==> src/include/cfg_one_pkg.sv <==
// constants and types for the first extended configuration register block
// ==========================================================================
// Overview of operation
// RULE1 - controller enables the locked loop before treating memory as ready
// RULE2 - after disabling the loop, controller re-enables it before normal use
// RULE3 - self refresh entry stops the loop; exit re-enables and resets it
// RULE4 - no read for 200 clocks after loop enable and reset
// RULE5 - extra read strobe select defaults to zero, function disabled
// RULE6 - calibration adjust write keeps previously programmed added latency
// RULE7 - after calibration default, controller exits with calibration bits 000
// RULE8 - output buffer disable turns off data outputs and both strobe pairs; code gates only outputs_on, not compl_strobe_on or extra_read_strobe
// RULE9 - 50 ohm termination optional on slowest grade, supported on faster ones
// RULE10 - bank bits 01 address this register; bit zero low enables loop
// RULE11 - address bit zero low enables loop, high disables it
// RULE12 - bits 9..7 pick calibration: exit, drive high, drive low, adjust, default
// RULE13 - complement strobes active and terminated only while bit 10 is zero
// RULE14 - termination bits 6,2: off, 75, 150, 50 ohm
// RULE15 - bits 5..3 give added latency 0..6; code 111 reserved
package cfg_one_pkg;
  // ========================================================================
  // field positions
  localparam int ADDR_W = 13;
  localparam int LOOP_OFF_BIT = 0;
  localparam int DRIVE_HALF_BIT = 1;
  localparam int TERM_LO_BIT = 2;
  localparam int LAT_LO_BIT = 3;
  localparam int LAT_HI_BIT = 5;
  localparam int TERM_HI_BIT = 6;
  localparam int CAL_LO_BIT = 7;
  localparam int CAL_HI_BIT = 9;
  localparam int STROBE_OFF_BIT = 10;
  localparam int EXTRA_STROBE_BIT = 11;
  localparam int OUT_OFF_BIT = 12;
  localparam logic [1:0] BANK_SEL = 2'h1;
  // ========================================================================
  // reset values and counts
  localparam logic [12:0] CFG_RESET = 13'h0001;
  localparam int CLK_MHZ = 10;
  localparam int RELOCK_CYCLES = 200;
  localparam logic [2:0] LAT_RESERVED = 3'h7;
  // ========================================================================
  // encodings
  typedef enum logic [2:0] {
    CAL_EXIT = 3'h0,
    CAL_DRIVE_HIGH = 3'h1,
    CAL_DRIVE_LOW = 3'h2,
    CAL_ADJUST = 3'h4,
    CAL_DEFAULT = 3'h7
  } cal_mode_type;
  typedef enum logic [1:0] {
    TERM_OFF = 2'h0,
    TERM_75 = 2'h1,
    TERM_150 = 2'h2,
    TERM_50 = 2'h3
  } term_type;
  typedef enum logic [1:0] {
    LOOP_STOPPED = 2'h0,
    LOOP_LOCKING = 2'h1,
    LOOP_LOCKED = 2'h3
  } loop_state_type;
endpackage

==> src/include/relock_if.sv <==
// carrier between the register block and the relock timer
interface relock_if;
  logic start;
  logic stop;
  logic locked;
  modport ctrl (output start, output stop, input locked);
  modport timer (input start, input stop, output locked);
endinterface

==> src/hw/relock_timer.sv <==
// delay-locked-loop relock timer
module relock_timer
  import cfg_one_pkg::*;
#(
  parameter int CYCLES = RELOCK_CYCLES
) (
  // clock and reset
  input wire logic core_clk,
  input wire logic reset,
  // control
  relock_if.timer lk
);
  import cfg_one_pkg::*;

  // counter width follows the lock time so a longer lock time cannot wrap it
  localparam int CNT_W = $clog2(CYCLES);
  loop_state_type state;
  loop_state_type next_state;
  logic [CNT_W-1:0] count;
  wire logic count_done = (count == CNT_W'(CYCLES - 1));

  // lock only after a full count; stop overrides a restart
  always_comb begin
    next_state = state;
    unique case (state)
      LOOP_STOPPED: if (lk.start) next_state = LOOP_LOCKING;
      LOOP_LOCKING: if (count_done) next_state = LOOP_LOCKED;
      LOOP_LOCKED: if (lk.start) next_state = LOOP_LOCKING;
      default: next_state = LOOP_STOPPED;
    endcase
    if (lk.stop) next_state = LOOP_STOPPED;
  end

  always_ff @(posedge core_clk) begin
    if (reset) begin
      state <= LOOP_STOPPED;
      count <= '0;
    end else begin
      state <= next_state;
      count <= (next_state == LOOP_LOCKING && state == LOOP_LOCKING) ? count + CNT_W'(1) : '0; // RULE4
    end
  end

  assign lk.locked = (state == LOOP_LOCKED);

  a_lock_after_count: assert property (@(posedge core_clk) disable iff (reset) // RULE4
    lk.start && !lk.stop |=> !lk.locked [*8])
    else $error("locked too early after restart");
endmodule

==> src/hw/ext_config_one.sv <==
// first extended configuration register with loop enable and relock tracking
module ext_config_one
  import cfg_one_pkg::*;
#(
  parameter bit FAST_GRADE = 1'b1
) (
  // clock and reset
  input wire logic core_clk,
  input wire logic reset,
  // configuration command from the controller
  input wire logic cfg_write,
  input wire logic [1:0] bank_sel,
  input wire logic [cfg_one_pkg::ADDR_W-1:0] addr,
  // self refresh state
  input wire logic self_refresh_enter,
  input wire logic self_refresh_exit,
  // decoded fields
  output logic loop_enabled,
  output logic half_drive,
  output cfg_one_pkg::term_type term_sel,
  output logic [2:0] added_latency,
  output cfg_one_pkg::cal_mode_type driver_calibration,
  output logic compl_strobe_on,
  output logic extra_read_strobe,
  output logic outputs_on,
  // readiness
  output logic read_allowed,
  output logic in_self_refresh
);
  import cfg_one_pkg::*;

  // ==========================================================================
  // register write decode
  logic [ADDR_W-1:0] extended_config_one;
  logic [ADDR_W-1:0] next_cfg;
  logic sr;
  logic prev_loop_on;
  wire logic hit = cfg_write && (bank_sel == BANK_SEL); // RULE10
  wire logic [2:0] new_cal = addr[CAL_HI_BIT:CAL_LO_BIT];
  wire logic cal_legal = new_cal inside {CAL_EXIT, CAL_DRIVE_HIGH, CAL_DRIVE_LOW, CAL_ADJUST, CAL_DEFAULT}; // RULE12
  wire logic [1:0] new_term = {addr[TERM_HI_BIT], addr[TERM_LO_BIT]};
  // slow grade drops 50 ohm back to off since the setting may not exist
  wire logic term_ok = FAST_GRADE || (new_term != TERM_50); // RULE9
  wire logic lat_ok = addr[LAT_HI_BIT:LAT_LO_BIT] != LAT_RESERVED; // RULE15
  wire logic [2:0] new_lat = addr[LAT_HI_BIT:LAT_LO_BIT];

  // illegal codes fall back: reserved latency keeps old, adjust keeps old latency
  always_comb begin
    next_cfg = addr;
    if (!term_ok) begin
      next_cfg[TERM_HI_BIT] = 1'b0;
      next_cfg[TERM_LO_BIT] = 1'b0;
    end
    if (!lat_ok || new_cal == CAL_ADJUST) // RULE6
      next_cfg[LAT_HI_BIT:LAT_LO_BIT] = extended_config_one[LAT_HI_BIT:LAT_LO_BIT]; // RULE15
    if (!cal_legal)
      next_cfg[CAL_HI_BIT:CAL_LO_BIT] = extended_config_one[CAL_HI_BIT:CAL_LO_BIT];
  end

  always_ff @(posedge core_clk) begin
    if (reset) begin
      extended_config_one <= CFG_RESET; // RULE5
      sr <= 1'b0;
      prev_loop_on <= 1'b0;
    end else begin
      if (hit) extended_config_one <= next_cfg;
      if (self_refresh_enter) sr <= 1'b1;
      else if (self_refresh_exit) sr <= 1'b0;
      prev_loop_on <= loop_enabled;
    end
  end

  // ==========================================================================
  // field outputs
  wire logic cfg_loop_on = !extended_config_one[LOOP_OFF_BIT]; // RULE11
  assign loop_enabled = cfg_loop_on && !sr; // RULE3
  assign half_drive = extended_config_one[DRIVE_HALF_BIT];
  assign term_sel = sr ? TERM_OFF : term_type'({extended_config_one[TERM_HI_BIT], extended_config_one[TERM_LO_BIT]}); // RULE14
  assign added_latency = extended_config_one[LAT_HI_BIT:LAT_LO_BIT]; // RULE15
  assign driver_calibration = cal_mode_type'(extended_config_one[CAL_HI_BIT:CAL_LO_BIT]); // RULE12
  assign compl_strobe_on = !extended_config_one[STROBE_OFF_BIT]; // RULE13
  assign extra_read_strobe = extended_config_one[EXTRA_STROBE_BIT]; // RULE5
  // drivers off clears outputs_on only, not compl_strobe_on or extra_read_strobe; used for current measurement
  assign outputs_on = !extended_config_one[OUT_OFF_BIT]; // RULE8
  assign in_self_refresh = sr;

  // ==========================================================================
  // relock tracking: any rise of the effective enable restarts the count
  relock_if lk ();
  assign lk.start = loop_enabled && !prev_loop_on; // RULE3
  assign lk.stop = !loop_enabled; // RULE2
  assign read_allowed = lk.locked && loop_enabled; // RULE1 RULE4

  relock_timer #(.CYCLES(RELOCK_CYCLES)) timer_u (
    .core_clk(core_clk),
    .reset(reset),
    .lk(lk)
  );

  // ==========================================================================
  // relock age: cycles of unbroken effective enable, saturating just past the lock time
  // kept apart from the timer so the hold-off checks do not lean on its own counter
  localparam int AGE_W = $clog2(RELOCK_CYCLES + 2);
  localparam logic [AGE_W-1:0] AGE_MAX = AGE_W'(RELOCK_CYCLES + 1);
  localparam logic [AGE_W-1:0] AGE_LOCK = AGE_W'(RELOCK_CYCLES);
  logic [AGE_W-1:0] relock_age;

  // any drop of the enable, self refresh included, starts the age over
  always_ff @(posedge core_clk) begin
    if (reset || !loop_enabled) begin
      relock_age <= '0;
    end else if (relock_age != AGE_MAX) begin
      relock_age <= relock_age + AGE_W'(1);
    end
  end

  // ==========================================================================
  // checks: register decode one cycle after a write, plus standing field and reset checks
  // writes to other banks must leave every field alone
  a_decode_bank_hit: assert property (@(posedge core_clk) disable iff (reset) // RULE10
    hit && addr[LOOP_OFF_BIT] |=> !cfg_loop_on)
    else $error("disable bit not stored");
  a_other_bank: assert property (@(posedge core_clk) disable iff (reset) // RULE10
    cfg_write && bank_sel != BANK_SEL |=> $stable(extended_config_one))
    else $error("write to another bank landed here");
  a_loop_bit_polarity: assert property (@(posedge core_clk) disable iff (reset) // RULE11
    hit && !addr[LOOP_OFF_BIT] |=> cfg_loop_on)
    else $error("enable bit not stored");
  a_term_store: assert property (@(posedge core_clk) disable iff (reset) // RULE14
    hit && term_ok && !in_self_refresh && !self_refresh_enter |=> term_sel == $past(new_term))
    else $error("termination code not stored");
  a_slow_drops_50: assert property (@(posedge core_clk) disable iff (reset) // RULE9
    !FAST_GRADE && hit && new_term == TERM_50 |=> term_sel == TERM_OFF)
    else $error("slow grade took 50 ohm");
  a_slow_no_50: assert property (@(posedge core_clk) disable iff (reset) // RULE9
    !FAST_GRADE |-> term_sel != TERM_50)
    else $error("slow grade shows 50 ohm");
  a_latency_reserved: assert property (@(posedge core_clk) disable iff (reset) // RULE15
    added_latency != LAT_RESERVED)
    else $error("reserved latency stored");
  a_lat_store: assert property (@(posedge core_clk) disable iff (reset) // RULE15
    hit && lat_ok && new_cal != CAL_ADJUST |=> added_latency == $past(new_lat))
    else $error("latency not stored");
  a_lat_reserved_keep: assert property (@(posedge core_clk) disable iff (reset) // RULE15
    hit && !lat_ok |=> $stable(added_latency))
    else $error("reserved latency changed field");
  a_adjust_keeps_lat: assert property (@(posedge core_clk) disable iff (reset) // RULE6
    hit && new_cal == CAL_ADJUST |=> $stable(added_latency))
    else $error("adjust changed latency");
  a_cal_decode: assert property (@(posedge core_clk) disable iff (reset) // RULE12
    hit && cal_legal |=> driver_calibration == $past(new_cal))
    else $error("calibration code not stored");
  a_cal_illegal: assert property (@(posedge core_clk) disable iff (reset) // RULE12
    hit && !cal_legal |=> $stable(driver_calibration))
    else $error("illegal calibration code stored");
  a_buffer_off: assert property (@(posedge core_clk) disable iff (reset) // RULE8
    hit && addr[OUT_OFF_BIT] |=> !outputs_on)
    else $error("outputs not disabled");
  a_buffer_on: assert property (@(posedge core_clk) disable iff (reset) // RULE8
    hit && !addr[OUT_OFF_BIT] |=> outputs_on)
    else $error("outputs not enabled");
  a_strobe_off: assert property (@(posedge core_clk) disable iff (reset) // RULE13
    hit && addr[STROBE_OFF_BIT] |=> !compl_strobe_on)
    else $error("complement strobe not off");
  a_strobe_on: assert property (@(posedge core_clk) disable iff (reset) // RULE13
    hit && !addr[STROBE_OFF_BIT] |=> compl_strobe_on)
    else $error("complement strobe not on");
  a_extra_set: assert property (@(posedge core_clk) disable iff (reset) // RULE5
    hit && addr[EXTRA_STROBE_BIT] |=> extra_read_strobe)
    else $error("extra strobe not set");
  a_extra_clear: assert property (@(posedge core_clk) disable iff (reset) // RULE5
    hit && !addr[EXTRA_STROBE_BIT] |=> !extra_read_strobe)
    else $error("extra strobe not cleared");
  a_reset_extra: assert property (@(posedge core_clk) // RULE5
    $fell(reset) |-> !extra_read_strobe)
    else $error("extra strobe set after reset");
  // reset is watched here, so no disable on this one
  a_reset_state: assert property (@(posedge core_clk) // RULE5
    reset |=> !loop_enabled && !read_allowed && outputs_on && compl_strobe_on && !extra_read_strobe)
    else $error("wrong state after reset");

  // ==========================================================================
  // checks: self refresh; entry wins when both pulses meet
  a_sr_stops_loop: assert property (@(posedge core_clk) disable iff (reset) // RULE3
    self_refresh_enter |=> !loop_enabled && !read_allowed)
    else $error("loop alive in self refresh");
  a_sr_set_wins: assert property (@(posedge core_clk) disable iff (reset) // RULE3
    self_refresh_enter |=> in_self_refresh)
    else $error("self refresh flag not set");
  a_sr_clear: assert property (@(posedge core_clk) disable iff (reset) // RULE3
    self_refresh_exit && !self_refresh_enter |=> !in_self_refresh)
    else $error("self refresh flag not cleared");
  a_sr_exit_restart: assert property (@(posedge core_clk) disable iff (reset) // RULE3
    in_self_refresh && self_refresh_exit && !self_refresh_enter && !hit && cfg_loop_on |=> loop_enabled && lk.start)
    else $error("loop not restarted on self refresh exit");

  // ==========================================================================
  // checks: relock hold-off; the early and release checks are judged against the independent age counter
  a_read_holdoff: assert property (@(posedge core_clk) disable iff (reset) // RULE4
    lk.start |-> !read_allowed [*8])
    else $error("reads allowed during relock");
  a_loop_restart: assert property (@(posedge core_clk) disable iff (reset) // RULE4
    hit && !addr[LOOP_OFF_BIT] && !cfg_loop_on && !in_self_refresh && !self_refresh_enter |=> lk.start)
    else $error("enable write did not restart relock");
  a_disable_blocks_read: assert property (@(posedge core_clk) disable iff (reset) // RULE2
    hit && addr[LOOP_OFF_BIT] |=> !read_allowed)
    else $error("reads allowed with loop off");
  a_read_early: assert property (@(posedge core_clk) disable iff (reset) // RULE4
    relock_age < AGE_LOCK |-> !read_allowed)
    else $error("reads allowed before lock time");
  a_read_release: assert property (@(posedge core_clk) disable iff (reset) // RULE4
    loop_enabled && relock_age == AGE_MAX |-> read_allowed)
    else $error("reads not released after relock");

  // ==========================================================================
  // covers for the main scenarios
  c_relock_done: cover property (@(posedge core_clk) disable iff (reset)
    $rose(read_allowed));
  c_sr_cycle: cover property (@(posedge core_clk) disable iff (reset)
    self_refresh_exit ##1 lk.start);
  c_cal_default: cover property (@(posedge core_clk) disable iff (reset)
    driver_calibration == CAL_DEFAULT);
  c_adjust_write: cover property (@(posedge core_clk) disable iff (reset)
    hit && new_cal == CAL_ADJUST);
  c_buffer_off: cover property (@(posedge core_clk) disable iff (reset)
    !outputs_on);
endmodule

==> config.mk <==
export PLATFORM = sky130hd
export DESIGN_NAME = ext_config_one
export DESIGN_NICKNAME = d
export VERILOG_FILES = /design/src/include/cfg_one_pkg.sv /design/src/include/relock_if.sv /design/src/hw/relock_timer.sv /design/src/hw/ext_config_one.sv
export SDC_FILE = /design/constraint.sdc
export NUM_CORES = 1
export LEC_CHECK = 0
export BUFFER_PORTS_ARGS = -buffer_cell sky130_fd_sc_hd__buf_2
export CORE_MARGIN = 2
export CORE_UTILIZATION = 51
export DETAILED_ROUTE_END_ITERATION = 12
export HOLD_SLACK_MARGIN = 0.08
export PLACE_DENSITY = 0.76
export SYNTH_ARGS = -nofsm -noshare
export SYNTH_HDL_FRONTEND = slang
export SYNTH_SLANG_ARGS = --single-unit
==> constraint.sdc <==
create_clock -name core_clk -period 2.35 [get_ports core_clk]
set_clock_uncertainty 0.2 [all_clocks]
set_input_delay 0.1175 -clock core_clk [delete_from_list [all_inputs] [get_ports core_clk]]
set_output_delay 0.1175 -clock core_clk [all_outputs]
set_load 0.05 [all_outputs]
; Yosys cells after proc, flatten, opt, wreduce, memory -nomap -nowiden
; Index checks and enable logic that the tools add are counted.
[word_totals]
ff_bits = 25
latchBits = 0
mem_bits_rw = 0
romBits = 0
in_bits = 20
out_inout_bits = 15
mem_count = 0
[op_classes]
n_addsub = 1
n_mul = 0
div = 0
n_lt_le_gt_ge = 0
n_eq_ne = 10
shift = 0
muxes = 7
n_bitwise = 2
reduce_logical = 20
[op_table]
columns = cell, count
row1 = adder 8 x 1 -> 8 bit (second input constant), 1
row2 = equality test 8 bit (second input constant), 1
row3 = 2-to-1 mux 2 bit, 4
row4 = equality test 2 x 1 -> 1 bit (second input constant), 3
row5 = equality test 3 bit (second input constant), 2
row6 = zero test 1 bit, 6
row7 = logical AND 1 bit, 5
row8 = nonzero test 5 bit, 1
row9 = one-hot mux 2 bit (2 select lines), 1
row10 = AND reduction 2 bit, 2
row11 = OR reduction 2 bit, 2
row12 = equality test 3 x 1 -> 1 bit (second input constant), 1
row13 = equality test 3 x 2 -> 1 bit (second input constant), 1
row14 = zero test 3 bit, 1
row15 = != test 3 bit (second input constant), 1
row16 = equality test 2 bit (second input constant), 1
row17 = zero test 2 bit, 1
row18 = 2-to-1 mux 1 bit, 2
row19 = NOT 1 bit, 2
row20 = nonzero test 2 bit, 1
row21 = logical OR 1 bit, 1

; Logic depth before layout (Yosys ltp)
[logic_depth]
depth_word = 10
mapped_depth = 5
depth_no_buf = 5

; Hierarchy
; Synthesis repeated with hierarchy kept, for this count alone.
[unflattened]
cells_unflattened = 143
area_unflattened_um2 = 1197.4
[by_module_without_submodules]
columns = mod, instances, cells_each, area_each_um2, seq_area_each_um2
row1 = ext_config_one, 1, 87, 703.2, 300.3
row2 = relock_timer, 1, 56, 494.2, 200.2

; Worst setup path after synthesis
; No wires, ideal clock.
[synth_path]
kind = reg-to-output
from = register sr, in the netlist in_self_refresh
to = output read_allowed
t_arrival_ps = 1845
required_time_ps = 2033
path_slack_ps = 187
path_stages_with_launch = 3
n_path_buf = 0
cell_sequence = dfxtp_1 -> nor2_1 -> and2_1
[synth_via]
elab_chain_len = 3
[synth_rtl]
columns = element, line
row1 = start: declaration, ext_config_one.sv:36  ; logic sr;
row2 = start signal: assignment, ext_config_one.sv:63  ; sr <= 1'b0;
row3 = start signal: assignment, ext_config_one.sv:67  ; if (self_refresh_enter) sr <= 1'b1;
row4 = start signal: assignment, ext_config_one.sv:68  ; else if (self_refresh_exit) sr <= 1'b0;
row5 = zero test 1 bit, ext_config_one.sv:76  ; assign loop_enabled = cfg_loop_on && !sr;
row6 = logical AND 1 bit, ext_config_one.sv:76
row7 = named net loop_enabled, ext_config_one.sv:18  ; output logic loop_enabled,
row8 = logical AND 1 bit, ext_config_one.sv:92  ; assign read_allowed = lk.locked && loop_enabled;
row9 = end: declaration, ext_config_one.sv:27  ; output logic read_allowed,
; The timed path passes the listed nets, and every way through them passes these cells.

; Worst setup path after layout
[layout_path]
from = input addr[8] (netlist name)
to = register extended_config_one[9]
[layout_via]
elab_chain_len = 3
word_cells_on_any_way = 7
classes_between = 4 x eq/ne / 3 x reduce/logical
[layout_rtl]
columns = element, line
row1 = start: declaration, ext_config_one.sv:13  ; input wire logic [cfg_one_pkg::ADDR_W-1:0] addr,
row2 = equality test 3 x 1 -> 1 bit (tied with other cells), ext_config_one.sv:40  ; wire logic cal_legal = new_cal inside {CAL_EXIT, CAL_DRIVE_HIGH, CAL_DRIVE_LOW, CAL_ADJUST, CAL_DEFAULT};
row3 = nonzero test 5 bit (*), ext_config_one.sv:40
row4 = AND reduction 2 bit (no source line) (*), --
row5 = end signal: assignment, ext_config_one.sv:66  ; if (hit) extended_config_one <= next_cfg;
row6 = end: declaration, ext_config_one.sv:34  ; logic [ADDR_W-1:0] extended_config_one;
; Every way passes the cells marked *; elsewhere a longest branch is shown, timed or not.
; A chain may end at the register's enable or synchronous reset.

==> metrics <==
drt total wl 2865 um; CTS tree yes; DR pass1 iterations 4; multi-input logic area 668.1 um^2; sequential area share after synthesis 0.3941; outcome completed; kind of critical path in -> reg; via-per-instance ratio 5.125; FILL cells 172; Synth area leaders dfxtp_1 (39%), nand2_1 (5.0%), ha_1 (4.9%), buf_4 (3.5%), a21oi_1 (3.2%); Site Rows 18; cells after synthesis 136; H-tree Lvls 1; die height 53.90 um; Final period util 0.9072; final antenna-violating net count 0; gr busiest metal met2; crit path launch type primary input; Worst VDD drop 0.0003400 V; first-pass GRT wire length 4491 um; area grow syn2layout 36.45%; Post-DP HPWL 1751 um; main combinational cell family by area after synthesis simple AND/OR/NAND/NOR gates; met1 Use GR 0.2509; Arr. time, crit path 2210 ps; IO Port Bufs 34; Avg Inst Size Synth 9.338 um^2; vias in the first global route 1057; crit path capture type register; Final setup viols 0; Max-cap violations 0; Placement Setup Slack 481.7 ps; Syn Nets 161; fmax 0.4691 GHz; Post-synth ARST share 0; Tot GR Track Use 0.2185; largest area contributor in the netlist dfxtp_1; mux cell area share after synthesis 0.02365; combinational group share of total power 0.165; Starting Density 0.5270; Worst Path Required 2430 ps; Clk pwr share 0.255; TNS Setup 0 ps; final non-filler cell total 224; PnR worst setup slack 218.2 ps; ANT cells 0; Cell Int Power 558.5 uW; Root Buffer clkbuf_4; PwrDens 439.6 mW/mm^2; met2 Use GR 0.3923; reg-to-reg slack, setup 250 ps; RSZ-0062 raised after global routing false; class of the worst hold path in -> reg; Die ar. 0.002905 mm^2; GR Layer Usage met3 0.03333; simple-gate share of the synthesized area 0.2749; Synth cell types 39; worst slew pin tran 507.5 ps; switching power total 203.3 uW; GPL Wtd Cong 0.7287; gr ovfl total 0; initial antenna violation count 0; Post-synth EDFFs 0; post-synthesis cell area 0.001270 mm^2; min cycle time layout 2132 ps; DRC viols 0; Post-CTS Setup Bufs 0; Die X 53.90 um; flops & latches, synth 25; placed instance count 190; # IOs 35; maximum root-to-sink buffer count 2; FF/Latch Area 500.5 um^2; XOR/XNOR Fraction of Synth Area 0.02069; Syn. warnings 0; post-synth top area share 0.3941; Post-CTS Hold Fix Bufs 30; largest net degree at the start of global routing 20; Relative slew margins 0.6616; Final nets 220; adder-cell share of the synthesized area 0.04926; layout cells sized above 1 0.2474; top_reg_cell synth dfxtp_1; initial DRC count 23; CP max FO 7; via count 1148; Seq pwr share 0.579; CTS Sinks 25; Sw Share 0.2668; Core ar. 0.002410 mm^2; total CTS buffers 3; Compound-Gate Fraction of Synth Area 0.1576; Clock Latency Late Sink 320 ps; cells resized by post-CTS repair 0; Reg clk slew, reported paths 140 ps; Max Slew Vio Count 0; leak pwr 0.0007150 uW; WL/cell 12.79 um; Final Hold Fails 0
## path summary, 6_finish.rpt
path                          startpoint                      to  depth (start not counted)
hold / removal                 cfg_write  extended_config_one[4]                          4
hold reg to reg   extended_config_one[4]  extended_config_one[4]                          2
setup / recovery                 addr[8]  extended_config_one[9]                          6
setup reg to reg         in_self_refresh         in_self_refresh                          4
## critical path, cell delays in order
cell and delay, ps:
dlygate4sd3_1 530, buf_2 160, nand3_1 90, dlygate4sd3_1 570
a41oi_1 170, dlygate4sd3_1 570
## synth_stat cells (all sizes together) (3+ instances only)
cell type	n
a211oi	3
buf	7
and2	3
or3	3
o21ai	4
nand3	5
clkbuf	3
mux2i	3
nor3	8
dfxtp	25
a21oi	8
o31ai	3
ha	5
inv	8
nand2b	6
nand2	17
## power by group through the flow
| stage | logic, uW | clock network (uW) | registers, uW |
|---|---|---|---|
| global route | 135 | 214 | 443 |
| CTS | 123 | 199 | 441 |
| finish | 126 | 194 | 441 |
| detailed placement | 91.7 | 0 | 450 |
| floorplan | 58.1 | 0 | 456 |
| global placement | 89.1 | 0 | 450 |
## metal layers
layer | vias to the layer above | part of all wire
li1 | 586 | -
met2 | 26 | 0.53
met4 | 0 | 0.017
met3 | 8 | 0.036
met1 | 528 | 0.42
met5 | - | 0
## final cells by class
cell class | count | share of cell area
flip-flops and latches | 25 | 0.2888
repair buffers | 64 | 0.2715
inverters | 8 | 0.01733
well taps | 30 | 0.02166
clock buffers | 4 | 0.01516
multi-input cells | 93 | 0.3856
## kinds of logic after synthesis
logic type,after synthesis
AOI/OAI and AO/OA,25
xor gates and xnor gates,3
adders and majority gates,5
buffers and inverters,18
DFF,25
muxes,3
and+or+nand+nor,57
## sequential cells by signal, summed over array words and instances, names as in the netlist
register / flops
prev_loop_on: 1
timer_u.state: 2
extended_config_one: 13
timer_u.count: 8
in_self_refresh: 1
## through the flow
step,hold slack [ps],util,total power (uW),area (um^2)
6_report,127.2,0.7191,761.8,1733
5_1_grt,143.9,0.7191,791.0,1733
4_1_cts,117.1,0.7191,762.5,1733
3_5_place_dp,133.8,0.5836,542.2,1406
3_3_place_gp,124.3,0.5836,538.7,1406
2_1_floorplan,34.93,-,514.5,1270
## layout by cell type (no fill, tap or decap), types with 3 or more instances in the layout
master and count:
dfxtp_1 25, nand2_1 17, inv_1 8, and2_1 3
ha_1 5, nor3_1 8, a21oi_1 8, nand3_1 4
clkbuf_4 3, nand2b_1 6, dlygate4sd3_1 30, a211oi_2 3
buf_2 34, o21ai_0 4, o31ai_1 3, or3_1 3
mux2i_1 3
Note: power is estimated with default switching activity, not from simulation.
